File: config.mk
export PLATFORM = sky130hd
export DESIGN_NAME = mcf_metering_config
export DESIGN_NICKNAME = d
export VERILOG_FILES = /design/src/design/mcf_pkg.sv /design/src/design/mcf_cfg_if.sv /design/src/design/mcf_accum_filter.sv /design/src/design/mcf_metering_config.sv /design/src/design/mcf_wiring_map.sv
export SDC_FILE = /design/constraint.sdc
export NUM_CORES = 1
export LEC_CHECK = 0
export BUFFER_PORTS_ARGS = -buffer_cell sky130_fd_sc_hd__buf_2
export CORE_AREA = 2 2 246 248
export CTS_BUF_LIST = sky130_fd_sc_hd__clkbuf_4
export DETAILED_ROUTE_END_ITERATION = 10
export DIE_AREA = 0 0 248 250
export SYNTH_ARGS = -nofsm -noshare
export SYNTH_HDL_FRONTEND = slang
export SYNTH_SLANG_ARGS = --single-unit
File: constraint.sdc
create_clock -name clk -period 2.8 [get_ports clk]
set_clock_uncertainty 0.2 [all_clocks]
set_input_delay 0.56 -clock clk [delete_from_list [all_inputs] [get_ports clk]]
set_output_delay 0.56 -clock clk [all_outputs]
set_load 0.02 [all_outputs]
File: src/design/mcf_pkg.sv
// register offsets, field layout, reset values and mode codes of the metering config bank
// What this block does
// - wiring code zero passes phase voltages unchanged
// - code one: phase B becomes A minus C
// - code two: phase B becomes minus A minus C
// - code three: phase B becomes minus A
// - code four: A-B, A-C, C-B on three phases
// - reactive field: signed, absolute, positive, negative accumulation
// - active field: same four accumulation modes
// - four overcurrent enables, reset to all ones
// - bits 12..15 pick A, B, C, neutral
// - peak field bits enable phases A, B, C
// - line period source select, reset combined
// - zero-cross source drives pin, reset combined
package mcf_pkg;

   // register port geometry
   localparam int unsigned ADDR_W            = 12;
   localparam int unsigned DATA_W            = 16;

   // register offsets
   localparam logic [ADDR_W-1:0] ACCUM_WIRING_OFS = 12'h492;
   localparam logic [ADDR_W-1:0] OC_PEAK_OFS      = 12'h493;
   localparam logic [ADDR_W-1:0] PERIOD_ZC_OFS    = 12'h49A;
   localparam logic [ADDR_W-1:0] STATUS_OFS       = 12'h49F;

   // field positions and widths
   localparam int unsigned WIRING_LSB        = 4;
   localparam int unsigned WIRING_W          = 3;
   localparam int unsigned REACT_LSB         = 2;
   localparam int unsigned ACTIVE_LSB        = 0;
   localparam int unsigned ACCUM_W           = 2;
   localparam int unsigned OC_LSB            = 12;
   localparam int unsigned OC_W              = 4;
   localparam int unsigned PEAK_LSB          = 2;
   localparam int unsigned PEAK_W            = 3;
   localparam int unsigned LP_LSB            = 3;
   localparam int unsigned ZC_LSB            = 1;
   localparam int unsigned SRC_W             = 2;
   localparam int unsigned STATUS_OC_LSB     = 0;
   localparam int unsigned STATUS_ZC_BIT     = 4;

   // field reset values
   localparam logic [WIRING_W-1:0] WIRING_RST = 3'h0;
   localparam logic [ACCUM_W-1:0]  ACCUM_RST  = 2'h0;
   localparam logic [OC_W-1:0]     OVERCURRENT_ENABLES_RST  = 4'hF;
   localparam logic [PEAK_W-1:0]   PEAK_RST   = 3'h0;
   localparam logic [SRC_W-1:0]    LP_RST     = 2'h3;
   localparam logic [SRC_W-1:0]    ZC_RST     = 2'h3;

   // wiring arrangements; codes five to seven behave as code zero
   typedef enum logic [2:0] {
      MCF_WYE_4W       = 3'h0,
      MCF_DELTA_3W     = 3'h1,
      MCF_WYE_NB       = 3'h2,
      MCF_DELTA_NB     = 3'h3,
      MCF_DELTA_3W_ALL = 3'h4
   } mcf_wiring_e;

   // accumulation modes for energy and pulse paths
   typedef enum logic [1:0] {
      MCF_ACC_SIGNED = 2'h0,
      MCF_ACC_ABS    = 2'h1,
      MCF_ACC_POS    = 2'h2,
      MCF_ACC_NEG    = 2'h3
   } mcf_accum_e;

endpackage

File: src/design/mcf_cfg_if.sv
// interface carrying the live configuration from the register bank to the datapath
`timescale 1ns/1ns
interface mcf_cfg_if;
   import mcf_pkg::*;
   mcf_wiring_e wiring_config_sel;    // wiring arrangement
   mcf_accum_e  active_accum_mode;    // active energy mode
   mcf_accum_e  reactive_accum_mode;  // reactive energy mode
   // register bank drives, datapath listens
   modport ctrl (output wiring_config_sel, output active_accum_mode, output reactive_accum_mode);
   modport user (input wiring_config_sel, input active_accum_mode, input reactive_accum_mode);
endinterface

File: src/design/mcf_accum_filter.sv
// accumulation-mode filter for one energy kind, total and fundamental paths
`timescale 1ns/1ns
module mcf_accum_filter #(
   parameter int PW       = 32,
   parameter bit REACTIVE = 1'b0
) (
   // clock, reset, enable
   input  wire logic                clk,
   input  wire logic                rst_n,
   input  wire logic                ce,
   // live configuration
   mcf_cfg_if.user                  cfg,
   // power samples
   input  wire logic signed [PW-1:0] total_in,
   input  wire logic signed [PW-1:0] fund_in,
   // samples as they go on to energy and pulse logic
   output logic signed [PW:0]       total_out,
   output logic signed [PW:0]       fund_out
);
   import mcf_pkg::*;

   mcf_accum_e mode; // mode for this energy kind
   assign mode = REACTIVE ? cfg.reactive_accum_mode : cfg.active_accum_mode;

   // one extra bit so the magnitude of the most negative sample fits
   function automatic logic signed [PW:0] apply_mode(input mcf_accum_e m, input logic signed [PW-1:0] x);
      logic signed [PW:0] w;
      w = (PW+1)'(x);
      case (m)
         MCF_ACC_ABS: apply_mode = w[PW] ? -w : w;
         MCF_ACC_POS: apply_mode = w[PW] ? '0 : w;
         MCF_ACC_NEG: apply_mode = w[PW] ? w : '0;
         default:     apply_mode = w;
      endcase
   endfunction

   wire signed [PW:0] next_total = apply_mode(mode, total_in);
   wire signed [PW:0] next_fund  = apply_mode(mode, fund_in);

   // output stage
   always_ff @(posedge clk or negedge rst_n) begin
      if (!rst_n) begin
         total_out <= '0;
         fund_out  <= '0;
      end else if (ce) begin
         total_out <= next_total;
         fund_out  <= next_fund;
      end
   end

   a_abs_nonneg: assert property (@(posedge clk) disable iff (!rst_n)
      ce && mode == MCF_ACC_ABS |=> !total_out[PW] && !fund_out[PW] && (total_out != 0 || $past(total_in) == 0))
      else $error("absolute mode produced a negative or lost sample");
   a_signed_pass: assert property (@(posedge clk) disable iff (!rst_n)
      ce && mode == MCF_ACC_SIGNED |=> total_out == $past(total_in) && fund_out == $past(fund_in))
      else $error("signed mode altered a sample");
   a_pos_only: assert property (@(posedge clk) disable iff (!rst_n)
      ce && mode == MCF_ACC_POS && total_in[PW-1] |=> total_out == 0)
      else $error("positive mode passed a negative sample");
   a_neg_only: assert property (@(posedge clk) disable iff (!rst_n)
      ce && mode == MCF_ACC_NEG && !fund_in[PW-1] |=> fund_out == 0)
      else $error("negative mode passed a positive sample");
endmodule

File: src/design/mcf_metering_config.sv
// metering configuration register bank with wiring, accumulation, overcurrent and source routing
`timescale 1ns/1ns
module mcf_metering_config #(
   parameter int VW  = 24, // voltage sample width
   parameter int PW  = 32, // power sample width
   parameter int LPW = 32  // line period width
) (
   // clock, reset, enable
   input  wire logic                         clk,
   input  wire logic                         rst_n,
   input  wire logic                         ce,
   // register port
   input  wire logic [mcf_pkg::ADDR_W-1:0]   addr,
   input  wire logic [mcf_pkg::DATA_W-1:0]   wdata,
   input  wire logic                         wr_en,
   input  wire logic                         rd_en,
   output logic      [mcf_pkg::DATA_W-1:0]   rdata,
   // measured phase voltages
   input  wire logic signed [VW-1:0]         phase_a_voltage,
   input  wire logic signed [VW-1:0]         phase_b_voltage,
   input  wire logic signed [VW-1:0]         phase_c_voltage,
   // derived phase voltages
   output logic signed [VW+1:0]              phase_a_derived,
   output logic signed [VW+1:0]              phase_b_derived,
   output logic signed [VW+1:0]              phase_c_derived,
   // power samples in
   input  wire logic signed [PW-1:0]         active_total,
   input  wire logic signed [PW-1:0]         active_fund,
   input  wire logic signed [PW-1:0]         reactive_total,
   input  wire logic signed [PW-1:0]         reactive_fund,
   // power samples after accumulation mode
   output logic signed [PW:0]                active_total_acc,
   output logic signed [PW:0]                active_fund_acc,
   output logic signed [PW:0]                reactive_total_acc,
   output logic signed [PW:0]                reactive_fund_acc,
   // overcurrent: index 0..3 is phase a, b, c, neutral
   input  wire logic [mcf_pkg::OC_W-1:0]     overcurrent_raw,
   output logic      [mcf_pkg::OC_W-1:0]     overcurrent_flags,
   // peak detection enables: index 0..2 is phase a, b, c
   output logic      [mcf_pkg::PEAK_W-1:0]   peak_phase_sel,
   // line period measurements
   input  wire logic [LPW-1:0]               phase_a_line_period,
   input  wire logic [LPW-1:0]               phase_b_line_period,
   input  wire logic [LPW-1:0]               phase_c_line_period,
   input  wire logic [LPW-1:0]               combined_line_period,
   output logic      [LPW-1:0]               selected_line_period,
   // zero crossings
   input  wire logic                         phase_a_zero_cross,
   input  wire logic                         phase_b_zero_cross,
   input  wire logic                         phase_c_zero_cross,
   input  wire logic                         combined_zero_cross,
   output logic                              shared_pulse_zc_pin,
   output logic                              line_cycle_tick
);
   import mcf_pkg::*;

   // refuse widths the datapath cannot serve
   generate
      if (VW < 2 || PW < 2 || LPW < 1) begin : g_bad_width
         $error("mcf_metering_config: sample widths too small");
      end
   endgenerate

   // configuration fields; reserved bits have no storage at all
   logic [WIRING_W-1:0] wiring_config_sel;    // wiring arrangement code
   logic [ACCUM_W-1:0]  reactive_accum_mode;  // reactive accumulation code
   logic [ACCUM_W-1:0]  active_accum_mode;    // active accumulation code
   logic [OC_W-1:0]     overcurrent_enables;  // overcurrent channel enables
   logic [SRC_W-1:0]    line_period_src;      // line period source code
   logic [SRC_W-1:0]    zero_cross_src;       // zero-cross source code

   // address decode
   wire hit_acc    = addr == ACCUM_WIRING_OFS;
   wire hit_ocpk   = addr == OC_PEAK_OFS;
   wire hit_pzc    = addr == PERIOD_ZC_OFS;
   wire hit_status = addr == STATUS_OFS;
   wire hit_any    = hit_acc || hit_ocpk || hit_pzc || hit_status;

   // write qualifiers
   wire wr_acc  = ce && wr_en && hit_acc;
   wire wr_ocpk = ce && wr_en && hit_ocpk;
   wire wr_pzc  = ce && wr_en && hit_pzc;

   // read words assembled from fields; all other bit positions are zero
   wire [DATA_W-1:0] acc_word    = (DATA_W'(wiring_config_sel) << WIRING_LSB)
                                 | (DATA_W'(reactive_accum_mode) << REACT_LSB)
                                 | (DATA_W'(active_accum_mode) << ACTIVE_LSB);
   wire [DATA_W-1:0] ocpk_word   = (DATA_W'(overcurrent_enables) << OC_LSB)
                                 | (DATA_W'(peak_phase_sel) << PEAK_LSB);
   wire [DATA_W-1:0] pzc_word    = (DATA_W'(line_period_src) << LP_LSB)
                                 | (DATA_W'(zero_cross_src) << ZC_LSB);
   wire [DATA_W-1:0] status_word = (DATA_W'(overcurrent_flags) << STATUS_OC_LSB)
                                 | (DATA_W'(shared_pulse_zc_pin) << STATUS_ZC_BIT);

   // read mux; an unmapped address answers zero
   wire [DATA_W-1:0] next_rdata = !hit_any   ? '0 :
                                  hit_acc    ? acc_word :
                                  hit_ocpk   ? ocpk_word :
                                  hit_pzc    ? pzc_word :
                                  status_word;

   // wiring and accumulation fields
   always_ff @(posedge clk or negedge rst_n) begin
      if (!rst_n) begin
         wiring_config_sel   <= WIRING_RST;
         reactive_accum_mode <= ACCUM_RST;
         active_accum_mode   <= ACCUM_RST;
      end else if (wr_acc) begin
         wiring_config_sel   <= wdata[WIRING_LSB +: WIRING_W];
         reactive_accum_mode <= wdata[REACT_LSB +: ACCUM_W];
         active_accum_mode   <= wdata[ACTIVE_LSB +: ACCUM_W];
      end
   end

   // overcurrent and peak fields; enables come up all set
   always_ff @(posedge clk or negedge rst_n) begin
      if (!rst_n) begin
         overcurrent_enables <= OVERCURRENT_ENABLES_RST;
         peak_phase_sel      <= PEAK_RST;
      end else if (wr_ocpk) begin
         overcurrent_enables <= wdata[OC_LSB +: OC_W];
         peak_phase_sel      <= wdata[PEAK_LSB +: PEAK_W];
      end
   end

   // source selection fields; both come up on the combined signal
   always_ff @(posedge clk or negedge rst_n) begin
      if (!rst_n) begin
         line_period_src <= LP_RST;
         zero_cross_src  <= ZC_RST;
      end else if (wr_pzc) begin
         line_period_src <= wdata[LP_LSB +: SRC_W];
         zero_cross_src  <= wdata[ZC_LSB +: SRC_W];
      end
   end

   // read data stands only in the cycle after the strobe
   always_ff @(posedge clk or negedge rst_n) begin
      if (!rst_n) begin
         rdata <= '0;
      end else if (ce) begin
         rdata <= rd_en ? next_rdata : '0;
      end
   end

   // configuration to the datapath modules
   mcf_cfg_if cfg_bus ();
   assign cfg_bus.wiring_config_sel   = mcf_wiring_e'(wiring_config_sel);
   assign cfg_bus.active_accum_mode   = mcf_accum_e'(active_accum_mode);
   assign cfg_bus.reactive_accum_mode = mcf_accum_e'(reactive_accum_mode);

   // wiring arrangement voltage derivation
   mcf_wiring_map #(.VW(VW)) u_wiring (
      .clk    (clk),
      .rst_n  (rst_n),
      .ce     (ce),
      .cfg    (cfg_bus.user),
      .va     (phase_a_voltage),
      .vb     (phase_b_voltage),
      .vc     (phase_c_voltage),
      .va_out (phase_a_derived),
      .vb_out (phase_b_derived),
      .vc_out (phase_c_derived)
   );

   // active energy accumulation mode
   mcf_accum_filter #(.PW(PW), .REACTIVE(1'b0)) u_active (
      .clk       (clk),
      .rst_n     (rst_n),
      .ce        (ce),
      .cfg       (cfg_bus.user),
      .total_in  (active_total),
      .fund_in   (active_fund),
      .total_out (active_total_acc),
      .fund_out  (active_fund_acc)
   );

   // reactive energy accumulation mode
   mcf_accum_filter #(.PW(PW), .REACTIVE(1'b1)) u_reactive (
      .clk       (clk),
      .rst_n     (rst_n),
      .ce        (ce),
      .cfg       (cfg_bus.user),
      .total_in  (reactive_total),
      .fund_in   (reactive_fund),
      .total_out (reactive_total_acc),
      .fund_out  (reactive_fund_acc)
   );

   // source mux; code three picks the combined measurement
   function automatic logic [LPW-1:0] pick_period(input logic [SRC_W-1:0] s, input logic [LPW-1:0] a,
                                                  input logic [LPW-1:0] b, input logic [LPW-1:0] c,
                                                  input logic [LPW-1:0] m);
      case (s)
         2'h0:    pick_period = a;
         2'h1:    pick_period = b;
         2'h2:    pick_period = c;
         default: pick_period = m;
      endcase
   endfunction

   // zero crossings gathered so the same index order serves both selects
   wire [3:0] zc_vec = {combined_zero_cross, phase_c_zero_cross, phase_b_zero_cross, phase_a_zero_cross};

   // selected sources and gated overcurrent
   wire [LPW-1:0]  next_period = pick_period(line_period_src, phase_a_line_period, phase_b_line_period,
                                             phase_c_line_period, combined_line_period);
   wire            next_zc     = zc_vec[zero_cross_src];
   wire [OC_W-1:0] next_oc     = overcurrent_raw & overcurrent_enables;

   // routing stage; a source change may give one spurious tick, accepted for simplicity
   always_ff @(posedge clk or negedge rst_n) begin
      if (!rst_n) begin
         selected_line_period <= '0;
         shared_pulse_zc_pin  <= 1'b0;
         line_cycle_tick      <= 1'b0;
         overcurrent_flags    <= '0;
      end else if (ce) begin
         selected_line_period <= next_period;
         shared_pulse_zc_pin  <= next_zc;
         line_cycle_tick      <= next_zc && !shared_pulse_zc_pin;
         overcurrent_flags    <= next_oc;
      end
   end

   a_read_unmapped: assert property (@(posedge clk) disable iff (!rst_n)
      ce && rd_en && !hit_any |=> rdata == '0)
      else $error("unmapped read returned nonzero data");
   a_reserved_zero: assert property (@(posedge clk) disable iff (!rst_n)
      ce && rd_en && hit_ocpk |=> rdata[OC_LSB-1:PEAK_LSB+PEAK_W] == '0 && rdata[PEAK_LSB-1:0] == '0)
      else $error("reserved bits read nonzero");
   a_wiring_write: assert property (@(posedge clk) disable iff (!rst_n)
      wr_acc ##1 ce && rd_en && hit_acc |=> rdata[WIRING_LSB +: WIRING_W] == $past(wdata[WIRING_LSB +: WIRING_W], 2))
      else $error("wiring code did not read back");
   a_oc_reset: assert property (@(posedge clk)
      $rose(rst_n) |-> overcurrent_enables == OVERCURRENT_ENABLES_RST && line_period_src == LP_RST && zero_cross_src == ZC_RST)
      else $error("reset values wrong after release");
   a_oc_gate: assert property (@(posedge clk) disable iff (!rst_n)
      ce && overcurrent_raw[0] && !overcurrent_enables[0] |=> !overcurrent_flags[0])
      else $error("disabled phase a overcurrent flagged");
   a_peak_write: assert property (@(posedge clk) disable iff (!rst_n)
      wr_ocpk |=> peak_phase_sel == $past(wdata[PEAK_LSB +: PEAK_W]))
      else $error("peak selection not stored");
   a_lp_route: assert property (@(posedge clk) disable iff (!rst_n)
      ce && line_period_src == LP_RST |=> selected_line_period == $past(combined_line_period))
      else $error("combined line period not routed");
   a_zc_route: assert property (@(posedge clk) disable iff (!rst_n)
      ce && zero_cross_src == 2'h0 ##1 ce && zero_cross_src == 2'h0
      |=> line_cycle_tick == ($past(phase_a_zero_cross) && !$past(phase_a_zero_cross, 2)))
      else $error("phase a zero crossing not routed");
endmodule

File: src/design/mcf_wiring_map.sv
// voltage derivation for the selected wiring arrangement
`timescale 1ns/1ns
module mcf_wiring_map #(
   parameter int VW = 24
) (
   // clock, reset, enable
   input  wire logic                clk,
   input  wire logic                rst_n,
   input  wire logic                ce,
   // live configuration
   mcf_cfg_if.user                  cfg,
   // measured phase voltages
   input  wire logic signed [VW-1:0] va,
   input  wire logic signed [VW-1:0] vb,
   input  wire logic signed [VW-1:0] vc,
   // derived phase voltages, two bits of headroom
   output logic signed [VW+1:0]     va_out,
   output logic signed [VW+1:0]     vb_out,
   output logic signed [VW+1:0]     vc_out
);
   import mcf_pkg::*;
   localparam int OW = VW + 2;

   // two guard bits so that the negated sum can never wrap
   wire signed [OW-1:0] xa         = OW'(va);
   wire signed [OW-1:0] xb         = OW'(vb);
   wire signed [OW-1:0] xc         = OW'(vc);
   wire signed [OW-1:0] diff_ac    = xa - xc;
   wire signed [OW-1:0] diff_ab    = xa - xb;
   wire signed [OW-1:0] diff_cb    = xc - xb;
   wire signed [OW-1:0] neg_sum_ac = -xa - xc;
   wire signed [OW-1:0] neg_a      = -xa;
   wire                 sel_full   = cfg.wiring_config_sel == MCF_DELTA_3W_ALL;

   // selection of each derived voltage
   wire signed [OW-1:0] next_va = sel_full ? diff_ab : xa;
   wire signed [OW-1:0] next_vb =
      (cfg.wiring_config_sel == MCF_DELTA_3W) ? diff_ac :
      (cfg.wiring_config_sel == MCF_WYE_NB)   ? neg_sum_ac :
      (cfg.wiring_config_sel == MCF_DELTA_NB) ? neg_a :
      sel_full                                ? diff_ac :
      xb;
   wire signed [OW-1:0] next_vc = sel_full ? diff_cb : xc;

   // one register stage, frozen while ce is low
   always_ff @(posedge clk or negedge rst_n) begin
      if (!rst_n) begin
         va_out <= '0;
         vb_out <= '0;
         vc_out <= '0;
      end else if (ce) begin
         va_out <= next_va;
         vb_out <= next_vb;
         vc_out <= next_vc;
      end
   end

   a_wye_pass: assert property (@(posedge clk) disable iff (!rst_n)
      ce && cfg.wiring_config_sel == MCF_WYE_4W |=> va_out == $past(xa) && vb_out == $past(xb) && vc_out == $past(xc))
      else $error("wye mode altered a phase voltage");
   a_delta_b: assert property (@(posedge clk) disable iff (!rst_n)
      ce && cfg.wiring_config_sel == MCF_DELTA_3W |=> vb_out == $past(xa - xc) && va_out == $past(xa))
      else $error("delta phase b not a minus c");
   a_nb_wye: assert property (@(posedge clk) disable iff (!rst_n)
      ce && cfg.wiring_config_sel == MCF_WYE_NB |=> vb_out == $past(-xa - xc))
      else $error("non-blondel wye phase b wrong");
   a_nb_delta: assert property (@(posedge clk) disable iff (!rst_n)
      ce && cfg.wiring_config_sel == MCF_DELTA_NB |=> vb_out == $past(-xa))
      else $error("non-blondel delta phase b wrong");
   a_delta_full: assert property (@(posedge clk) disable iff (!rst_n)
      ce && sel_full |=> va_out == $past(xa - xb) && vb_out == $past(xa - xc) && vc_out == $past(xc - xb))
      else $error("full delta derivation wrong");
endmodule

==> impl_metrics.ini, run 1 <==
[outcome]
outcome = complete, but fails checks
failed_checks = negative setup slack

[clock_tree]
path_clk_slew_ps = 50
numCtsBuffers = 83
cts_max_path_buffers = 3
clk_root_buffer_cell = sky130_fd_sc_hd__clkbuf_4
cts_tree = done
clock_sinks = 275
clock_insertion_delay_worst_skew_ps = 810
cts.htree.levels = 3

[timing]
setup_viol = 13
relSlewSlack_pct = 14.0
slew_viol_final = 0
fin_hold_ws_ps = 63.8
achievable-frequency_mhz = 301
worst_pin_slew_ps = 1290
min_period_over_period_pct = 119
timing.final.hold_violations = 0
min_period_ps = 3330
unrepaired_setup_endpoints_after_global_routing = true
final.setup.worst_slack_ps = -527

[floorplan]
initial_core_util_pct = 37.2
fp.coreArea_sq_um = 59600
io_pins = 636
core.rowCount = 90
total_die_area_sq_um = 62000
die_w_um = 248
die_height_um = 250

[grt]
groute.layer.met2.usage_pct = 47.9
wire_length_of_the_first_global_routing_pass_um = 151000
grt.busiest_layer = met2
grt_max_degree = 132
grt_usage_pct = 31.5
grt_pass1_vias = 25654
grt.met3_usage_pct = 7.87
antenna_found_initial = 9
use_met1_pct = 42.6
global_route.overflow_total = 0

[placed_design]
routabilityCongestion = 0.980
placement.io_buffers = 625
place_worst_setup_slack_ps = -1510
dp.final_hpwl_um = 77300

[cells_and_area]
mostFrequentLayoutCells = sky130_fd_sc_hd__buf_2, sky130_fd_sc_hd__buf_4, sky130_fd_sc_hd__a21oi_1
final_core_utilization_pct = 57.4
ratio_of_cells_with_drive_above_1_in_the_final_layout_pct = 38.1
layout_commonest_cell = sky130_fd_sc_hd__buf_2
layout.nets = 4524
area_delta_synth_final_pct = 54.2
filler_cell_count = 5588

[synth]
post_synth_main_area_contributors = sky130_fd_sc_hd__dfrtp_1, sky130_fd_sc_hd__a21oi_1, sky130_fd_sc_hd__ha_1
ys_seq_elements = 275
synth-main-ff-cell = sky130_fd_sc_hd__dfrtp_1
synthesized_area_divided_by_synthesized_cell_count_sq_um = 8.09
synthArstFlopShare_pct = 100
yosysSeqAreaShare_pct = 31.1
synth.largest_area_cell = sky130_fd_sc_hd__dfrtp_1
synth_edf_count = 0
netlist-cell-type-count = 79
ys.warnings.count = 0
synth_top_area_share_pct = 30.1
syn_inst = 2740
cell_area_after_synthesis_sq_um = 22200

[setup_path]
critPathCaptureType = flip-flop
highest_delay_cell_along_the_critical_path = sky130_fd_sc_hd__a2111oi_4
cp_slowest_stage_delay_ps = 390
start_kind = primary input
critPathArrivalTime_ps = 3780
required_worst_endpoint_ps = 3260
family_of_cells_with_the_greatest_summed_delay_on_the_critical_path = simple AND/OR/NAND/NOR gates
worstPathCellList = buf_12 > clkinvlp_4 > ha_4 > nor4b_4 > nand3_2 > buf_6 > or2_4 > nor2_4 > xnor2_2 > ha_4 > buf_6 > nand2_2 > nor2_1 > nand4_1 > nand3_4 > a2111oi_4 > nor3_2 > xor2_1 > a221oi_1 > a221oi_1
critical_path_class = in2reg
critical_path_peak_fanout = 4
timing.critical_path.buf_inv = 4

[power]
p_clk_share_pct = 30.6
vdd_ir_drop_max_mv = 0.352
power_switching_mw = 4.77
power.switching_fraction_pct = 35.6
p_comb_share_pct = 35.5
seq_power_share_pct = 33.8
p_leak_nw = 15.6
cellPowerDensity_nw_per_um2 = 392
intPower_mw = 8.63
report.power.total_mw = 13.4

[worst_hold_path]
timing.hold.worst.class = in2async

[drt]
via_per_inst = 5.46
vias = 26740
routed_wl_um = 100000
post-route-drc-count = 0
initialDrtViolationCount = 1926
post_drt_wl_per_cell_um = 20.5
drtPass1Iterations = 5
drt.antenna.violating_nets = 0

[flow_run]
maxCapViolations = 0
## cell families (layout without fill, tap and decap cells)
| kind of cell | count (synthesis) | after routing | synth area share, % |
|---|---|---|---|
| AND/OR/NAND/NOR | 837 | 837 | 18.0 |
| AO/OA/AOI/OAI | 1043 | 1043 | 29.1 |
| buffers and inverters | 269 | 1628 | 4.73 |
| flip-flops | 275 | 275 | 31.1 |
| multiplexers | 101 | 101 | 6.72 |
| other | 1 | 17 | 0.0169 |
| XOR/XNOR | 108 | 108 | 4.27 |
| adder cells (fa/ha/maj) | 106 | 106 | 6.11 |
## through the flow
stage	std cells	setup TNS [ps]	instance area, sq um
floorplan	2744	-12030	22600
global placement	4513	-51050	30200
detailed placement	4513	-52150	30200
CTS	4870	-6240	33600
global route	4890	-6280	34200
finish	4897	-4990	34200
## worst paths after layout
kind / start / to / slack, ps / cells after the start
min in group clk: phase_c_voltage[18] / u_wiring.vc_out[18] / 70 / 4
max: phase_a_voltage[1] / u_wiring.vb_out[22] / -530 / 20
max reg2reg: line_period_src[0] / selected_line_period[21] / 170 / 4
min: rst_n / selected_line_period[4] / 60 / 2
min reg2reg: u_active.total_out[11] / u_active.total_out[11] / 270 / 1
max in group asynchronous: rst_n / u_wiring.vb_out[1] / 1530 / 3
## power groups by stage
stage / Combinational, mW / Sequential (mW) / Clock [mW]
2_1_floorplan: 1.81 / 4.97 / 0
3_3_place_gp: 4.30 / 4.59 / 0
3_5_place_dp: 4.31 / 4.59 / 0
4_1_cts: 4.62 / 4.53 / 4.23
5_1_grt: 5.15 / 4.57 / 4.44
6_report: 4.76 / 4.54 / 4.11
## cell usage after synthesis, types with 19 or more instances
cell	count
sky130_fd_sc_hd__mux2_2	52
sky130_fd_sc_hd__ha_1	101
sky130_fd_sc_hd__or3_1	47
sky130_fd_sc_hd__a211oi_1	36
sky130_fd_sc_hd__nand2b_1	25
sky130_fd_sc_hd__xnor2_1	60
sky130_fd_sc_hd__nand2_1	189
sky130_fd_sc_hd__nor2_1	301
sky130_fd_sc_hd__o31ai_1	19
sky130_fd_sc_hd__dfrtp_1	267
sky130_fd_sc_hd__xor2_1	48
sky130_fd_sc_hd__o21a_1	72
sky130_fd_sc_hd__a21o_1	64
sky130_fd_sc_hd__mux4_2	33
sky130_fd_sc_hd__nor2b_1	29
sky130_fd_sc_hd__a22oi_1	19
sky130_fd_sc_hd__nor3_1	81
sky130_fd_sc_hd__inv_1	91
sky130_fd_sc_hd__o211ai_1	62
sky130_fd_sc_hd__clkbuf_1	145
sky130_fd_sc_hd__o21ai_0	213
sky130_fd_sc_hd__buf_1	22
sky130_fd_sc_hd__nor3b_1	31
sky130_fd_sc_hd__a31oi_1	44
sky130_fd_sc_hd__nand3_1	38
sky130_fd_sc_hd__a21oi_1	383
## layout make-up
cell class | instances | area [sq um] | share of cell area [%]
well taps | 782 | 978 | 2.86
multi-input cells | 2200 | 15200 | 44.3
repair buffers | 1399 | 9730 | 28.4
clock buffers | 121 | 908 | 2.66
inverters | 91 | 367 | 1.07
clock inverters | 17 | 130 | 0.381
flip-flops and latches | 275 | 6900 | 20.2
diodes | 12 | 30.0 | 0.0878
## flip-flops by register name, summed over array words and instances (netlist names), 4 cells and up
| name | flops |
|---|---|
| u_active.fund_out | 33 |
| u_active.total_out | 33 |
| u_reactive.fund_out | 33 |
| u_reactive.total_out | 33 |
| selected_line_period | 32 |
| u_wiring.vb_out | 26 |
| u_wiring.va_out | 25 |
| u_wiring.vc_out | 25 |
| rdata | 11 |
| overcurrent_enables | 4 |
| overcurrent_flags | 4 |
## metal layers
layer	vias up	routed length (um)
met2	1021	43900
li1	12831	-
met5	-	0
met1	12650	43300
met3	238	9110
met4	0	4040
## what timing repair did
| item | CTS | global route |
|---|---|---|
| setup endpoints to repair | 13 | 48 |
| hold endpoints to repair | 455 | 0 |
| setup buffers | 10 | 19 |
| gates resized for setup | 28 | 92 |
| hold buffers | 209 | 0 |
| pin swaps | 26 | 80 |
No activity file was read; power rests on OpenSTA's default activity.
==> run 2, diff against run 1 <==
CTS_BUF_LIST = unset   (was sky130_fd_sc_hd__clkbuf_4)
==> run 2 against run 1 <==
Against the previous run: the flow still finishes with violations (negative setup slack); count of clock-buffer cells in the layout down 71; non-clock buffer count down 205; clock power up 20%; register-to-register slack about the same; critical path type unchanged.
==> impl_metrics.ini, run 2 (same netlist as run 1, synthesis figures left out) <==
[timing]
unrepaired_setup_endpoints_after_global_routing = true
achievable-frequency_mhz = 281
min_period_over_period_pct = 127
slew_viol_final = 0
final.setup.worst_slack_ps = -765
relSlewSlack_pct = 13.8
worst_pin_slew_ps = 1290
setup_viol = 16
timing.final.hold_violations = 0
min_period_ps = 3560
fin_hold_ws_ps = 27.0

[placed_design]
place_worst_setup_slack_ps = -1510
dp_cells = 4513
dp.final_hpwl_um = 77300
placement.io_buffers = 625
routabilityCongestion = 0.980

[cells_and_area]
area_delta_synth_final_pct = 46.8
filler_cell_count = 5753
fin_cells = 4615
layout_commonest_cell = sky130_fd_sc_hd__buf_2
ratio_of_cells_with_drive_above_1_in_the_final_layout_pct = 40.1
mostFrequentLayoutCells = sky130_fd_sc_hd__buf_2, sky130_fd_sc_hd__buf_4, sky130_fd_sc_hd__a21oi_1
final_core_utilization_pct = 54.6
layout.nets = 4273

[clock_tree]
path_clk_slew_ps = 60
cts_tree = done
numCtsBuffers = 37
cts_max_path_buffers = 3
cts.htree.levels = 2
clock_insertion_delay_worst_skew_ps = 550
clock_sinks = 275
clk_root_buffer_cell = sky130_fd_sc_hd__clkbuf_16

[floorplan]
die_height_um = 250
die_w_um = 248
core.rowCount = 90
fp.coreArea_sq_um = 59600
initial_core_util_pct = 37.2
total_die_area_sq_um = 62000
io_pins = 636

[grt]
grt.met3_usage_pct = 7.47
groute.layer.met2.usage_pct = 46.1
grt_max_degree = 132
grt_usage_pct = 30.4
global_route.overflow_total = 0
use_met1_pct = 42.0
grt_pass1_vias = 24216
grt.busiest_layer = met2
wire_length_of_the_first_global_routing_pass_um = 145000
antenna_found_initial = 10

[flow_run]
maxCapViolations = 0

[setup_path]
critical_path_class = in2reg
r2r.worst_path.cells = 6
critical_path_peak_fanout = 4
worstSetupEndpoint = u_wiring.vb_out[25]
required_worst_endpoint_ps = 3090
rr_endpoint = u_wiring.va_out[13]
critPathCaptureType = flip-flop
crit_start = phase_a_voltage[1]
start_kind = primary input
crit-reg2reg-launch = cfg_bus.wiring_config_sel[0]
critPathArrivalTime_ps = 3850
regToRegSetupSlack_ps = 160

[power]
power.switching_fraction_pct = 33.7
seq_power_share_pct = 32.3
p_leak_nw = 14.8
vdd_ir_drop_max_mv = 0.441
power_switching_mw = 4.73
intPower_mw = 9.30
p_clk_share_pct = 35.0
p_comb_share_pct = 32.6
cellPowerDensity_nw_per_um2 = 431

[worst_hold_path]
hold_path_depth = 3
timing.hold.worst.class = in2reg

[drt]
post_drt_wl_per_cell_um = 21.1
drtPass1Iterations = 8
vias = 25510
initialDrtViolationCount = 1892
drt.antenna.violating_nets = 0
post-route-drc-count = 0
via_per_inst = 5.53
routed_wl_um = 97200

[outcome]
outcome = complete, but fails checks
failed_checks = negative setup slack
-- run 2: changes by cell type in the layout (fill, tap and decap cells not counted), moves of 5 or more --
| cell | delta |
|---|---|
| sky130_fd_sc_hd__dlygate4sd3_1 | -205 |
| sky130_fd_sc_hd__clkbuf_4 | -121 |
| sky130_fd_sc_hd__clkbuf_16 | +39 |
| sky130_fd_sc_hd__clkinv_1 | -11 |
| sky130_fd_sc_hd__clkinv_2 | +8 |
| sky130_fd_sc_hd__ha_1 | -8 |
| sky130_fd_sc_hd__buf_6 | +7 |
| sky130_fd_sc_hd__ha_4 | +7 |
| sky130_fd_sc_hd__buf_2 | -6 |
| sky130_fd_sc_hd__clkbuf_1 | +6 |
| sky130_fd_sc_hd__diode_2 | -6 |
| sky130_fd_sc_hd__clkbuf_8 | +5 |
-- run 2: through the flow --
stage	total power, mW	instance area, sq um	TNS [ps]
after global routing	14.7	32500	-10160
after CTS	14.0	31900	-8390
after floorplan	6.78	22600	-12030
final	14.0	32600	-7870
after detailed placement	8.90	30200	-52150
after global placement	8.88	30200	-51050
-- run 2: routing by layer --
metal / wire, um / up-vias / part of all wire [%]
met5: 71 / - / 0.073
met1: 41700 / 12120 / 43
li1: - / 12258 / -
met2: 42700 / 942 / 44
met3: 9350 / 180 / 9.6
met4: 3440 / 10 / 3.5
-- run 2: worst max-delay path, stage by stage --
cell,delay [ps]
sky130_fd_sc_hd__buf_12,110
sky130_fd_sc_hd__clkinvlp_4,70
sky130_fd_sc_hd__ha_4,130
sky130_fd_sc_hd__nor4b_4,240
sky130_fd_sc_hd__nand3_2,190
sky130_fd_sc_hd__buf_6,170
sky130_fd_sc_hd__or2_4,280
sky130_fd_sc_hd__nor2_4,140
sky130_fd_sc_hd__xnor2_2,80
sky130_fd_sc_hd__ha_2,180
sky130_fd_sc_hd__a21o_1,180
sky130_fd_sc_hd__a21o_1,190
sky130_fd_sc_hd__a31o_2,270
sky130_fd_sc_hd__a21o_1,220
sky130_fd_sc_hd__a2bb2oi_4,190
sky130_fd_sc_hd__nor3_2,50
sky130_fd_sc_hd__a41o_1,210
sky130_fd_sc_hd__nor4_2,230
sky130_fd_sc_hd__o22a_1,150
-- run 2: final cells by class --
| type | instances | area (sq um) | area share (%) |
|---|---|---|---|
| Multi-Input combinational cell | 2200 | 15300 | 47.1 |
| Timing Repair Buffer | 1194 | 7710 | 23.7 |
| Clock inverter | 17 | 176 | 0.542 |
| Antenna cell | 6 | 15.0 | 0.0461 |
| Inverter | 91 | 369 | 1.13 |
| Sequential cell | 275 | 6900 | 21.2 |
| Tap cell | 782 | 978 | 3.01 |
| Clock buffer | 50 | 1070 | 3.28 |
-- run 2: worst min path at each step --
stage | start | to
floorplan | rst_n | active_accum_mode[0]
global placement | u_active.total_out[18] | u_active.total_out[18]
detailed placement | u_reactive.total_out[7] | u_reactive.total_out[7]
CTS | wdata[5] | cfg_bus.wiring_config_sel[1]
global route | wdata[14] | overcurrent_enables[2]
finish | wdata[5] | cfg_bus.wiring_config_sel[1]
-- run 2: repair_timing --
| action | in CTS | in global routing |
|---|---|---|
| buffers inserted | 13 | 18 |
| cloned | 0 | 0 |
| hold buffers | 2 | 0 |
| pin swaps | 51 | 84 |
| hold endpoints to repair | 47 | 0 |
| endpoints found under the setup margin | 31 | 47 |
| gates resized for setup | 65 | 108 |
-- run 2: power groups by stage --
stage,clock [mW],combinational [mW],sequential (mW)
floorplan,0,1.81,4.97
global placement,0,4.30,4.59
detailed placement,0,4.31,4.59
CTS,5.01,4.42,4.53
global route,5.17,4.96,4.57
finish,4.92,4.58,4.54
